### src/rtl/sidetone_defines.svh
// Purpose: Offsets, field positions, reset values for the ADC filter and mixer
// Assumes: 16-bit register words, 8-bit register index
// Notes:   Definitions only
`ifndef SIDETONE_DEFINES_SVH
`define SIDETONE_DEFINES_SVH

`define OFS_BLOCK_POWER_ENABLES       8'h0b
`define OFS_SIDETONE_ROUTING          8'h3c
`define OFS_ADC_PATH_CONTROL          8'h40
`define OFS_SIDETONE_GAIN_AND_DIVIDER 8'h44

`define POS_HPF_ENABLE_POWER          13
`define POS_HPF_ENABLE_ADC            15
`define POS_HPF_CUTOFF_LO             8
`define POS_LEFT_SOURCE_LO            12
`define POS_RIGHT_SOURCE_LO           10
`define POS_LEFT_GAIN_LO              8
`define POS_RIGHT_GAIN_LO             4

`define RST_REG_WORD                  16'h0000
`define RST_HPF_ENABLE                1'b0
`define RST_HPF_CUTOFF                2'h0
`define RST_SOURCE                    2'h0
`define RST_GAIN                      4'h0

`define GAIN_CODE_UNITY               4'hc
`define HPF_SHIFT_FIRST               11
`define HPF_SHIFT_CUT1                5
`define HPF_SHIFT_CUT2                4
`define HPF_SHIFT_CUT3                3

`endif

### src/rtl/sidetone_pkg.sv
// Purpose: Types shared by the filter and mixer files
// Assumes: 16-bit audio samples
// Notes:   Constants live in the defines header
package sidetone_pkg;

    typedef logic signed [15:0] sample_t;

    typedef enum logic [1:0] {
        SRC_NONE,
        SRC_LEFT_ADC,
        SRC_RIGHT_ADC,
        SRC_UNUSED
    } source_t;

    typedef struct packed {
        sample_t left;
        sample_t right;
    } stereo_t;

    typedef struct packed {
        logic        hpf_enable;
        logic [1:0]  hpf_cutoff_select;
        source_t     left_sidetone_source;
        source_t     right_sidetone_source;
        logic [3:0]  left_sidetone_gain;
        logic [3:0]  right_sidetone_gain;
        logic [15:0] power_other;
        logic [15:0] routing_other;
        logic [15:0] adc_other;
        logic [15:0] gain_other;
    } config_t;

endpackage : sidetone_pkg

### src/rtl/adc_highpass_and_sidetone_mixer.sv
// Purpose: ADC high-pass filter and digital sidetone mixer into the DACs
// Assumes: One shared sample strobe when ADC and DAC rates match
// Notes:   Registers reached by index over a simple read/write port
`include "sidetone_defines.svh"
`timescale 1ns/1ps
`default_nettype none

module adc_highpass_and_sidetone_mixer (
    input  wire logic                  clk,
    input  wire logic                  rstn,
    input  wire logic [7:0]            reg_index,
    input  wire logic                  reg_write,
    input  wire logic [15:0]           reg_wdata,
    output logic [15:0]                reg_rdata,
    input  wire logic                  rates_match,
    input  wire logic                  adc_strobe,
    input  wire sidetone_pkg::stereo_t adc_in,
    output logic                       adc_out_strobe,
    output sidetone_pkg::stereo_t      adc_out,
    input  wire logic                  dac_strobe,
    input  wire sidetone_pkg::stereo_t dac_in,
    output logic                       dac_out_strobe,
    output sidetone_pkg::stereo_t      dac_out
);

    typedef struct packed {
        sidetone_pkg::config_t cfg;
        logic [15:0]           rdata;
        logic                  adc_stb;
        sidetone_pkg::stereo_t adc;
        sidetone_pkg::stereo_t tone;
        logic                  dac_stb;
        sidetone_pkg::stereo_t dac;
    } state_t;

    state_t state_r;
    state_t state_nxt;

    logic                  hpf_l_stb;
    logic                  hpf_r_stb;
    sidetone_pkg::stereo_t hpf_out;
    sidetone_pkg::stereo_t mix_src;
    sidetone_pkg::stereo_t mix_scaled;

    hpf_channel #(.ACC_W(32)) u_hpf_left (
        .clk           (clk),
        .rstn          (rstn),
        .sample_strobe (adc_strobe),
        .enable        (state_r.cfg.hpf_enable),
        .cutoff        (state_r.cfg.hpf_cutoff_select),
        .din           (adc_in.left),
        .out_strobe    (hpf_l_stb),
        .dout          (hpf_out.left)
    );

    hpf_channel #(.ACC_W(32)) u_hpf_right (
        .clk           (clk),
        .rstn          (rstn),
        .sample_strobe (adc_strobe),
        .enable        (state_r.cfg.hpf_enable),
        .cutoff        (state_r.cfg.hpf_cutoff_select),
        .din           (adc_in.right),
        .out_strobe    (hpf_r_stb),
        .dout          (hpf_out.right)
    );

    function automatic sidetone_pkg::sample_t pick(
        input sidetone_pkg::source_t sel,
        input sidetone_pkg::stereo_t s
    );
        case (sel)
            sidetone_pkg::SRC_LEFT_ADC:  pick = s.left;
            sidetone_pkg::SRC_RIGHT_ADC: pick = s.right;
            default:                     pick = '0;
        endcase
    endfunction : pick

    function automatic sidetone_pkg::sample_t sat_add(
        input sidetone_pkg::sample_t a,
        input sidetone_pkg::sample_t b
    );
        logic signed [16:0] s;
        s = 17'(a) + 17'(b);
        if (s[16] != s[15])
            sat_add = s[16] ? 16'sh8000 : 16'sh7fff;
        else
            sat_add = s[15:0];
    endfunction : sat_add

    // Sidetone source per DAC channel, from filtered samples
    always_comb begin
        mix_src.left  = pick(state_r.cfg.left_sidetone_source,
                             state_r.adc);
        mix_src.right = pick(state_r.cfg.right_sidetone_source,
                             state_r.adc);
    end

    sidetone_gain u_gain_left (
        .code (state_r.cfg.left_sidetone_gain),
        .din  (mix_src.left),
        .dout (mix_scaled.left)
    );

    sidetone_gain u_gain_right (
        .code (state_r.cfg.right_sidetone_gain),
        .din  (mix_src.right),
        .dout (mix_scaled.right)
    );

    always_comb begin
        state_nxt = state_r;
        if (reg_write) begin
            case (reg_index)
                `OFS_BLOCK_POWER_ENABLES: begin
                    state_nxt.cfg.power_other = reg_wdata;
                    state_nxt.cfg.hpf_enable =
                        reg_wdata[`POS_HPF_ENABLE_POWER];
                end
                `OFS_ADC_PATH_CONTROL: begin
                    state_nxt.cfg.adc_other = reg_wdata;
                    state_nxt.cfg.hpf_enable =
                        reg_wdata[`POS_HPF_ENABLE_ADC];
                    state_nxt.cfg.hpf_cutoff_select =
                        reg_wdata[`POS_HPF_CUTOFF_LO +: 2];
                end
                `OFS_SIDETONE_ROUTING: begin
                    state_nxt.cfg.routing_other = reg_wdata;
                    state_nxt.cfg.left_sidetone_source =
                        sidetone_pkg::source_t'(
                            reg_wdata[`POS_LEFT_SOURCE_LO +: 2]);
                    state_nxt.cfg.right_sidetone_source =
                        sidetone_pkg::source_t'(
                            reg_wdata[`POS_RIGHT_SOURCE_LO +: 2]);
                end
                `OFS_SIDETONE_GAIN_AND_DIVIDER: begin
                    state_nxt.cfg.gain_other = reg_wdata;
                    state_nxt.cfg.left_sidetone_gain =
                        reg_wdata[`POS_LEFT_GAIN_LO +: 4];
                    state_nxt.cfg.right_sidetone_gain =
                        reg_wdata[`POS_RIGHT_GAIN_LO +: 4];
                end
                default: ;
            endcase
        end

        // Read path shows live fields merged into stored words
        case (reg_index)
            `OFS_BLOCK_POWER_ENABLES: begin
                state_nxt.rdata = state_r.cfg.power_other;
                state_nxt.rdata[`POS_HPF_ENABLE_POWER] =
                    state_r.cfg.hpf_enable;
            end
            `OFS_ADC_PATH_CONTROL: begin
                state_nxt.rdata = state_r.cfg.adc_other;
                state_nxt.rdata[`POS_HPF_ENABLE_ADC] =
                    state_r.cfg.hpf_enable;
                state_nxt.rdata[`POS_HPF_CUTOFF_LO +: 2] =
                    state_r.cfg.hpf_cutoff_select;
            end
            `OFS_SIDETONE_ROUTING: begin
                state_nxt.rdata = state_r.cfg.routing_other;
                state_nxt.rdata[`POS_LEFT_SOURCE_LO +: 2] =
                    state_r.cfg.left_sidetone_source;
                state_nxt.rdata[`POS_RIGHT_SOURCE_LO +: 2] =
                    state_r.cfg.right_sidetone_source;
            end
            `OFS_SIDETONE_GAIN_AND_DIVIDER: begin
                state_nxt.rdata = state_r.cfg.gain_other;
                state_nxt.rdata[`POS_LEFT_GAIN_LO +: 4] =
                    state_r.cfg.left_sidetone_gain;
                state_nxt.rdata[`POS_RIGHT_GAIN_LO +: 4] =
                    state_r.cfg.right_sidetone_gain;
            end
            default: state_nxt.rdata = '0;
        endcase

        // Filtered ADC samples, also held as sidetone source
        state_nxt.adc_stb = hpf_l_stb & hpf_r_stb;
        if (hpf_l_stb & hpf_r_stb)
            state_nxt.adc = hpf_out;

        // Scaled sidetone, zero when rates differ
        if (rates_match) begin
            state_nxt.tone = mix_scaled;
        end else begin
            state_nxt.tone = '0;
        end

        state_nxt.dac_stb = dac_strobe;
        if (dac_strobe) begin
            state_nxt.dac.left  = sat_add(dac_in.left,
                                          state_r.tone.left);
            state_nxt.dac.right = sat_add(dac_in.right,
                                          state_r.tone.right);
        end
    end

    always_ff @(posedge clk or negedge rstn) begin
        if (!rstn) begin
            state_r <= '0;
            state_r.cfg.hpf_enable <= `RST_HPF_ENABLE;
            state_r.cfg.hpf_cutoff_select <= `RST_HPF_CUTOFF;
            state_r.cfg.left_sidetone_gain <= `RST_GAIN;
            state_r.cfg.right_sidetone_gain <= `RST_GAIN;
        end else begin
            state_r <= state_nxt;
        end
    end

    assign reg_rdata      = state_r.rdata;
    assign adc_out_strobe = state_r.adc_stb;
    assign adc_out        = state_r.adc;
    assign dac_out_strobe = state_r.dac_stb;
    assign dac_out        = state_r.dac;

endmodule : adc_highpass_and_sidetone_mixer

`default_nettype wire

### src/rtl/hpf_channel.sv
// Purpose: One channel of the DC-removing high-pass filter
// Assumes: One sample per strobe; coefficient is a power of two
// Notes:   Two cascaded one-pole sections; second bypassed in first order
`include "sidetone_defines.svh"
`timescale 1ns/1ps
`default_nettype none

module hpf_channel #(
    parameter int ACC_W = 32
) (
    input  wire logic                 clk,
    input  wire logic                 rstn,
    input  wire logic                 sample_strobe,
    input  wire logic                 enable,
    input  wire logic [1:0]           cutoff,
    input  wire sidetone_pkg::sample_t din,
    output logic                      out_strobe,
    output sidetone_pkg::sample_t     dout
);

    typedef struct packed {
        logic signed [ACC_W-1:0] dc1;
        logic signed [ACC_W-1:0] dc2;
        logic                    stb;
        sidetone_pkg::sample_t   y;
    } state_t;

    state_t state_r;
    state_t state_nxt;

    localparam int FRAC = `HPF_SHIFT_FIRST;

    function automatic sidetone_pkg::sample_t sat(
        input logic signed [ACC_W-1:0] v
    );
        if (v > 32767)
            sat = 16'sh7fff;
        else if (v < -32768)
            sat = 16'sh8000;
        else
            sat = v[15:0];
    endfunction : sat

    logic [3:0]              shift;
    logic                    second;
    logic signed [ACC_W-1:0] x_ext;
    logic signed [ACC_W-1:0] e1;
    logic signed [ACC_W-1:0] e2;

    always_comb begin
        case (cutoff)
            2'h0:    shift = 4'(`HPF_SHIFT_FIRST);
            2'h1:    shift = 4'(`HPF_SHIFT_CUT1);
            2'h2:    shift = 4'(`HPF_SHIFT_CUT2);
            default: shift = 4'(`HPF_SHIFT_CUT3);
        endcase
        second = (cutoff != 2'h0);
        x_ext = ACC_W'(din) <<< FRAC;
        e1 = x_ext - state_r.dc1;
        e2 = e1 - state_r.dc2;
        state_nxt = state_r;
        state_nxt.stb = sample_strobe;
        if (sample_strobe) begin
            if (enable) begin
                state_nxt.dc1 = state_r.dc1 + (e1 >>> shift);
                if (second) begin
                    state_nxt.dc2 = state_r.dc2 + (e2 >>> shift);
                    state_nxt.y = sat(e2 >>> FRAC);
                end else begin
                    state_nxt.dc2 = '0;
                    state_nxt.y = sat(e1 >>> FRAC);
                end
            end else begin
                state_nxt.dc1 = '0;
                state_nxt.dc2 = '0;
                state_nxt.y = din;
            end
        end
    end

    always_ff @(posedge clk or negedge rstn) begin
        if (!rstn)
            state_r <= '0;
        else
            state_r <= state_nxt;
    end

    assign out_strobe = state_r.stb;
    assign dout = state_r.y;

endmodule : hpf_channel

`default_nettype wire

### src/rtl/sidetone_gain.sv
// Purpose: Scales a sample by the sidetone gain code
// Assumes: Combinational; Q1.15 gain table
// Notes:   Codes 12 and above give unity
`include "sidetone_defines.svh"
`timescale 1ns/1ps
`default_nettype none

module sidetone_gain (
    input  wire logic [3:0]            code,
    input  wire sidetone_pkg::sample_t din,
    output sidetone_pkg::sample_t      dout
);

    logic [15:0]        coef;
    logic signed [32:0] prod;

    always_comb begin
        case (code)
            4'h0:    coef = 16'h0207;
            4'h1:    coef = 16'h02de;
            4'h2:    coef = 16'h040c;
            4'h3:    coef = 16'h05b8;
            4'h4:    coef = 16'h0814;
            4'h5:    coef = 16'h0b68;
            4'h6:    coef = 16'h101d;
            4'h7:    coef = 16'h16c3;
            4'h8:    coef = 16'h2027;
            4'h9:    coef = 16'h2d6b;
            4'ha:    coef = 16'h4027;
            4'hb:    coef = 16'h5a9e;
            default: coef = 16'h8000;
        endcase
        prod = 33'(din) * $signed({1'b0, coef});
        if (code >= `GAIN_CODE_UNITY)
            dout = din;
        else
            dout = prod[30:15];
    end

endmodule : sidetone_gain

`default_nettype wire

### config.mk
export PLATFORM = sky130hd
export DESIGN_NAME = adc_highpass_and_sidetone_mixer
export DESIGN_NICKNAME = d
export VERILOG_FILES = /design/src/rtl/sidetone_pkg.sv /design/src/rtl/adc_highpass_and_sidetone_mixer.sv /design/src/rtl/hpf_channel.sv /design/src/rtl/sidetone_gain.sv
export VERILOG_INCLUDE_DIRS = /design/src /design/src/rtl
export SDC_FILE = /design/constraint.sdc
export NUM_CORES = 2
export LEC_CHECK = 0
export BUFFER_PORTS_ARGS = -buffer_cell sky130_fd_sc_hd__clkbuf_2
export CAP_MARGIN = 15
export CELL_PAD_IN_SITES_DETAIL_PLACEMENT = 0
export CELL_PAD_IN_SITES_GLOBAL_PLACEMENT = 2
export CORE_UTILIZATION = 36
export DETAILED_ROUTE_END_ITERATION = 7
export PLACE_DENSITY_LB_ADDON = 0.12
export SKIP_CTS_REPAIR_TIMING = 1
export SYNTH_ARGS = -nofsm -noshare
export SYNTH_HDL_FRONTEND = slang
export SYNTH_SLANG_ARGS = --single-unit
### constraint.sdc
create_clock -name clk -period 7.1 [get_ports clk]
set_input_delay 1.42 -clock clk [delete_from_list [all_inputs] [get_ports clk]]
set_output_delay 1.42 -clock clk [all_outputs]
set_load 0.005 [all_outputs]
Yosys cells after proc, flatten, opt, wreduce, memory -nomap -nowiden
Memory sizes are Yosys's and may differ from the RTL's.
Cells that the tools add are included.
- register bits: 353
- memory bits (read-only): 512
- memories: 2
- memories (name ; words ; bits a word ; read ports ; clocked after memory_dff ; wr ports ; line ; text):
    (no name shown) ; 16 ; 16 ; 1 ; 0 ; 0 ; sidetone_gain.sv:18 ; case (code)
    (no name shown) ; 16 ; 16 ; 1 ; 0 ; 0 ; sidetone_gain.sv:18 ;
- add/subtract/negate cells: 10
- multipliers: 2
- $lt $le $gt $ge: 10
- equality and inequality tests: 12
- shift operators: 4
- multiplexer cells: 28
- reduce and logical (&&, ||, !) cells: 8
- operators with widths (cell ; number):
    2-to-1 mux 16 bit ; 18
    adder 32 bit ; 4
    2-to-1 mux 64 bit ; 2
    >>> shifter 32 x 4 -> 32 bit ; 4
    2-to-1 mux 32 bit ; 3
    greater-than comparator 21 x 16 -> 1 bit, second input constant ; 4
    < comparator 21 x 16 -> 1 bit, second input constant ; 4
    case mux 16 bit (2 select lines) ; 2
    case mux 16 bit (4 select lines) ; 1
    subtractor 27 x 32 -> 32 bit ; 2
    subtractor 32 bit ; 2
    multiplier 16 x 17 -> 31 bit ; 2
    adder 16 x 16 -> 17 bit ; 2
    == test 8 x 7 -> 1 bit, second input constant ; 2
    case mux 4 bit (3 select lines) ; 1
    AND reduction 2 bit ; 5
    == test 8 x 4 -> 1 bit, second input constant ; 1
    == test 8 x 6 -> 1 bit, second input constant ; 1
    >= comparator 4 bit, second input constant ; 2
    == test 2 x 1 -> 1 bit, second input constant ; 3
    == test 2 bit, second input constant ; 3
    nonzero test 2 bit ; 2
    zero test 2 bit ; 1
    != test 1 bit ; 2
    case mux 1 bit (2 select lines) ; 1

Longest topological paths before layout
- word-level depth: 7
- mapped depth: 37
- depth with buffers taken out: 36

Cells and area by module
Synthesis repeated with hierarchy kept, for this count alone.
- cell total of the unflattened synthesis: 5886
- area, all modules: 50109.3 um^2
- by module, submodules not included (module ; times used ; cells each ; area an instance (um^2)):
    hpf_channel (u_hpf_left) ; 1 ; 1451 ; 11434.7
    hpf_channel (u_hpf_right) ; 1 ; 1449 ; 11339.6
    adc_highpass_and_sidetone_mixer ; 1 ; 883 ; 9501.6
    sidetone_gain (u_gain_right) ; 1 ; 1065 ; 9019.9
    sidetone_gain (u_gain_left) ; 1 ; 1038 ; 8813.5

Worst setup path after synthesis
OpenSTA, ideal clock, no wires.
- path kind: input -> register
- start: input adc_in[23] in the netlist's numbering
- end: register u_hpf_left.state_r[48] in the netlist's numbering
- library setup time: 121 ps
- arrival: 7446 ps
- data required time: 6979 ps
- setup slack: -467 ps
- stages: 33
- path buffers: 2
- cell sequence: ha_1 buf_2 a21o_1 a211oi_1 a21oi_1 a311o_1 o21ba_2 o21a_1 nor2_1 xnor2_1 ha_1 a21o_1 a21o_1 a21oi_1 mux2i_1 o211ai_1 nor3_1 mux2i_1 mux2_2 mux2i_1 ha_1 clkbuf_1 a21o_1 a21o_1 a21o_1 nor3_1 a211oi_1 o22ai_1 o21ai_0 a21oi_1 xnor2_1 o21ai_0 a22o_1
- word-level cells in the longest chain between the ends: 6
- RTL lines (item ; line ; text):
    from (decl) ; adc_highpass_and_sidetone_mixer.sv:17 ; input wire sidetone_pkg::stereo_t adc_in,
    subtractor 27 x 32 -> 32 bit ; hpf_channel.sv:59 ; e1 = x_ext - state_r.dc1;
    subtractor 32 bit ; hpf_channel.sv:60 ; e2 = e1 - state_r.dc2;
    >>> shifter 32 x 4 -> 32 bit ; hpf_channel.sv:67 ; state_nxt.dc2 = state_r.dc2 + (e2 >>> shift);
    adder 32 bit ; hpf_channel.sv:67 ;
    2-to-1 mux 32 bit ; hpf_channel.sv:66 ; if (second) begin
    2-to-1 mux 64 bit ; hpf_channel.sv:64 ; if (enable) begin
    to (signal assigned) ; hpf_channel.sv:85 ; state_r <= state_nxt;
    to (decl) ; hpf_channel.sv:28 ; state_t state_r;
Every way passes these cells.
A chain may end at the register's enable or synchronous reset.

==> qor.txt <==
Die Width = 365 um
Clk_skew = 0.0261 ns
Peak Freq = 140 MHz
Final wirelength = 176000 um
Post-place setup slack = -0.912 ns
Total CTS buffers = 47
Root buf cell = clkbuf_16
Leak pwr = 0.0302 uW
Tcrit/Tclk final = 1.01
Share of synthesized cell area in and, or, nand and nor gates = 0.139
Crit end category = flop
PwrDens = 582 nW/um^2
Clock Latency Late Sink = 0.67 ns
H-tree depth = 2
Max Cap Viol = 0
Ys async rst share = 1.00
Via count = 43600
Mux cell area share after synthesis = 0.0601
Routability Congestion = 0.931
Synth warnings = 0
Period minus WS final = 7.15 ns
Max Buffers Root-to-Sink = 3
Drt drc = 0
Layout cells sized above 1 = 0.283
Initial core utilization = 0.365
Pre-antenna DRT Iters = 5
RSZ-0062 raised after global routing = true
XOR/XNOR Fraction of Synth Area = 0.0513
Hold WC Path Type = flop to flop
Global-route usage over all layers = 0.261
Vias in the first global route = 44200
Post-synthesis cell count = 5643
Startpoint types = flop
Reg clk slew, reported paths = 0.06 ns
#FFs+latches synth = 338
Required @ worst endpoint = 7.69 ns
R2r setup slk = -0.05 ns
Most used cell, CP = fa_1
WHS = 0.488 ns
CTS sink cnt = 338
Register area share after synthesis = 0.178
Gr ovfl total = 0
Ports = 176
DP HPWL = 144000 um
Routed WL per cell = 20.9 um
Syn-to-layout area delta = 28.8%
Port Buffers = 175
Post-Syn Area per Cell = 8.41 sq um
Cell Area, Synth = 47500 sq um
Slew @ Worst Pin = 1.07 ns
Slowest CP cell = fa_1
Area leader, netlist = dfrtp_1
Compound-cell area share of the yosys netlist = 0.186
Final hold violations = 0
CTS tree = done
Post-synth EDFFs = 0
Syn Nets = 6633
Final ANT Viol Nets = 0
Max-slew headroom = 0.287
Core Rows = 132
Die height = 365 um
First-pass GRT wire length = 266000 um
Largest stage delay, worst path = 0.58 ns
Initial DRC count = 2606
Synth top area share = 0.178
Die area = 133000 sq um
Post-layout nets = 7646
Setup ws final = -0.0526 ns
Post-synth top flop = dfrtp_1
Vias/cell = 5.17
Initial antenna violation count = 9
Main combinational cell family by area after synthesis = adder cells
Critical Setup Path Class = flop to flop
Count of pins over their slew limit = 0
Final setup vio count = 2
Status = finished, violations left
Core area = 130000 sq um
Top cells by area, synth = dfrtp_1, fa_1, ha_1
Worst path arrival time = 7.75 ns
Worst-case vdd ir drop = 0.000428 V
Largest net degree at the start of global routing = 124
Max FO, Critical Path = 8
Adder-cell share of the synthesized area = 0.298
Violated checks = setup timing
Netlist cell types = 96
worst paths after layout:
kind                              start                     end  cells after the start
min in group asynchronous          rstn             state_r[52]                      1
setup / recovery           state_r[186]             state_r[46]                     33
hold / removal             state_r[166]            reg_rdata[4]                      2
setup reg to reg           state_r[186]             state_r[46]                     33
max in group asynchronous          rstn  u_hpf_left.state_r[55]                      2
hold reg to reg            state_r[166]            reg_rdata[4]                      2
logic make-up (layout without fill, tap and decap cells):
logic type      after synthesis  in the layout
compound gates             1360           1360
xor+xnor                    273            273
fa+ha+maj                   896            896
buf+inv                    1018           2064
flops                       338            338
mux                         266            266
other cells                   0              6
simple gates               1492           1492
state kept, by name, summed over array words and instances (netlist names), 16 cells and up:
register / cells
u_hpf_right.dout: 16
dac_out: 32
state_r: 95
u_hpf_right.state_r: 64
reg_rdata: 16
u_hpf_left.state_r: 64
u_hpf_left.dout: 16
adc_out: 32
Yosys cell counts, types with 78 or more instances:
library cell  number
inv_1            692
nand2_1          611
ha_1             502
nor2_1           454
fa_1             394
a21oi_1          369
dfrtp_1          338
o21ai_0          257
clkbuf_1         200
xnor2_1          166
mux2_2           143
a21o_1           142
mux2i_1          122
o22ai_1          107
xor2_1           103
buf_4             83
nor3_1            78
worst max-delay path, delay by kind of cell (launching register included):
family	cells	cell delay (ns)
fa+ha+maj	8	3.69
buf+inv	13	1.38
compound gates	7	1.09
flops	1	0.41
simple gates	4	0.36
xor+xnor	1	0.13
metrics by stage:
| stage | std cells | TNS, ns | instance area (sq um) | util | power (uW) |
|---|---|---|---|---|---|
| global placement | 8259 | -15.67 | 57100 | 0.439 | 31100 |
| floorplan | 5643 | -0.179 | 47800 | - | 19200 |
| detailed placement | 8259 | -18.78 | 57100 | 0.439 | 31100 |
| global route | 8433 | -2.96 | 61100 | 0.470 | 38500 |
| finish | 8437 | -0.0588 | 61100 | 0.470 | 35600 |
| CTS | 8341 | -4.44 | 58700 | 0.451 | 33900 |
area by class of cell:
type / count / area [sq um]
antenna: 6 / 15.0
clock buffer: 65 / 1330
clock inverter: 17 / 264
fill: 13100 / 69000
inverter: 695 / 2620
multi-input combinational: 4287 / 36600
sequential: 338 / 8470
tap: 1742 / 2180
timing repair buffer: 1287 / 9620
layer usage:
metal	track usage	part of all wire	vias to the layer above	routed length (um)
li1	-	-	21200	-
met1	0.353	0.46	21500	81100
met2	0.443	0.48	760	83700
met3	0.0320	0.043	164	7610
met4	0.0541	0.022	4	3790
met5	0	0.00012	-	21
power breakdown:
| part | total [uW] | leakage (uW) | internal (uW) | switching (uW) |
|---|---|---|---|---|
| registers | 2920 | 0.00431 | 2470 | 448 |
| logic | 30100 | 0.0251 | 14500 | 15600 |
| clock network | 2540 | 0.000780 | 1470 | 1070 |
| total | 35600 | 0.0302 | 18400 | 17200 |
cell usage in the layout, fill, tap and decap left out, drive strengths merged, types with 71 or more instances in the layout:
| master | netlist | routed |
|---|---|---|
| xnor2 | 167 | 167 |
| dfrtp | 338 | 338 |
| inv | 693 | 696 |
| nor3 | 78 | 78 |
| nand3 | 71 | 71 |
| nor2 | 454 | 454 |
| mux2i | 122 | 122 |
| mux2 | 143 | 143 |
| ha | 502 | 502 |
| xor2 | 104 | 104 |
| a21o | 142 | 142 |
| a21oi | 369 | 369 |
| o21ai | 278 | 278 |
| buf | 123 | 1120 |
| o22ai | 107 | 107 |
| fa | 394 | 394 |
| clkbuf | 200 | 231 |
| nand2 | 611 | 611 |
No activity file was read; power rests on OpenSTA's default activity.
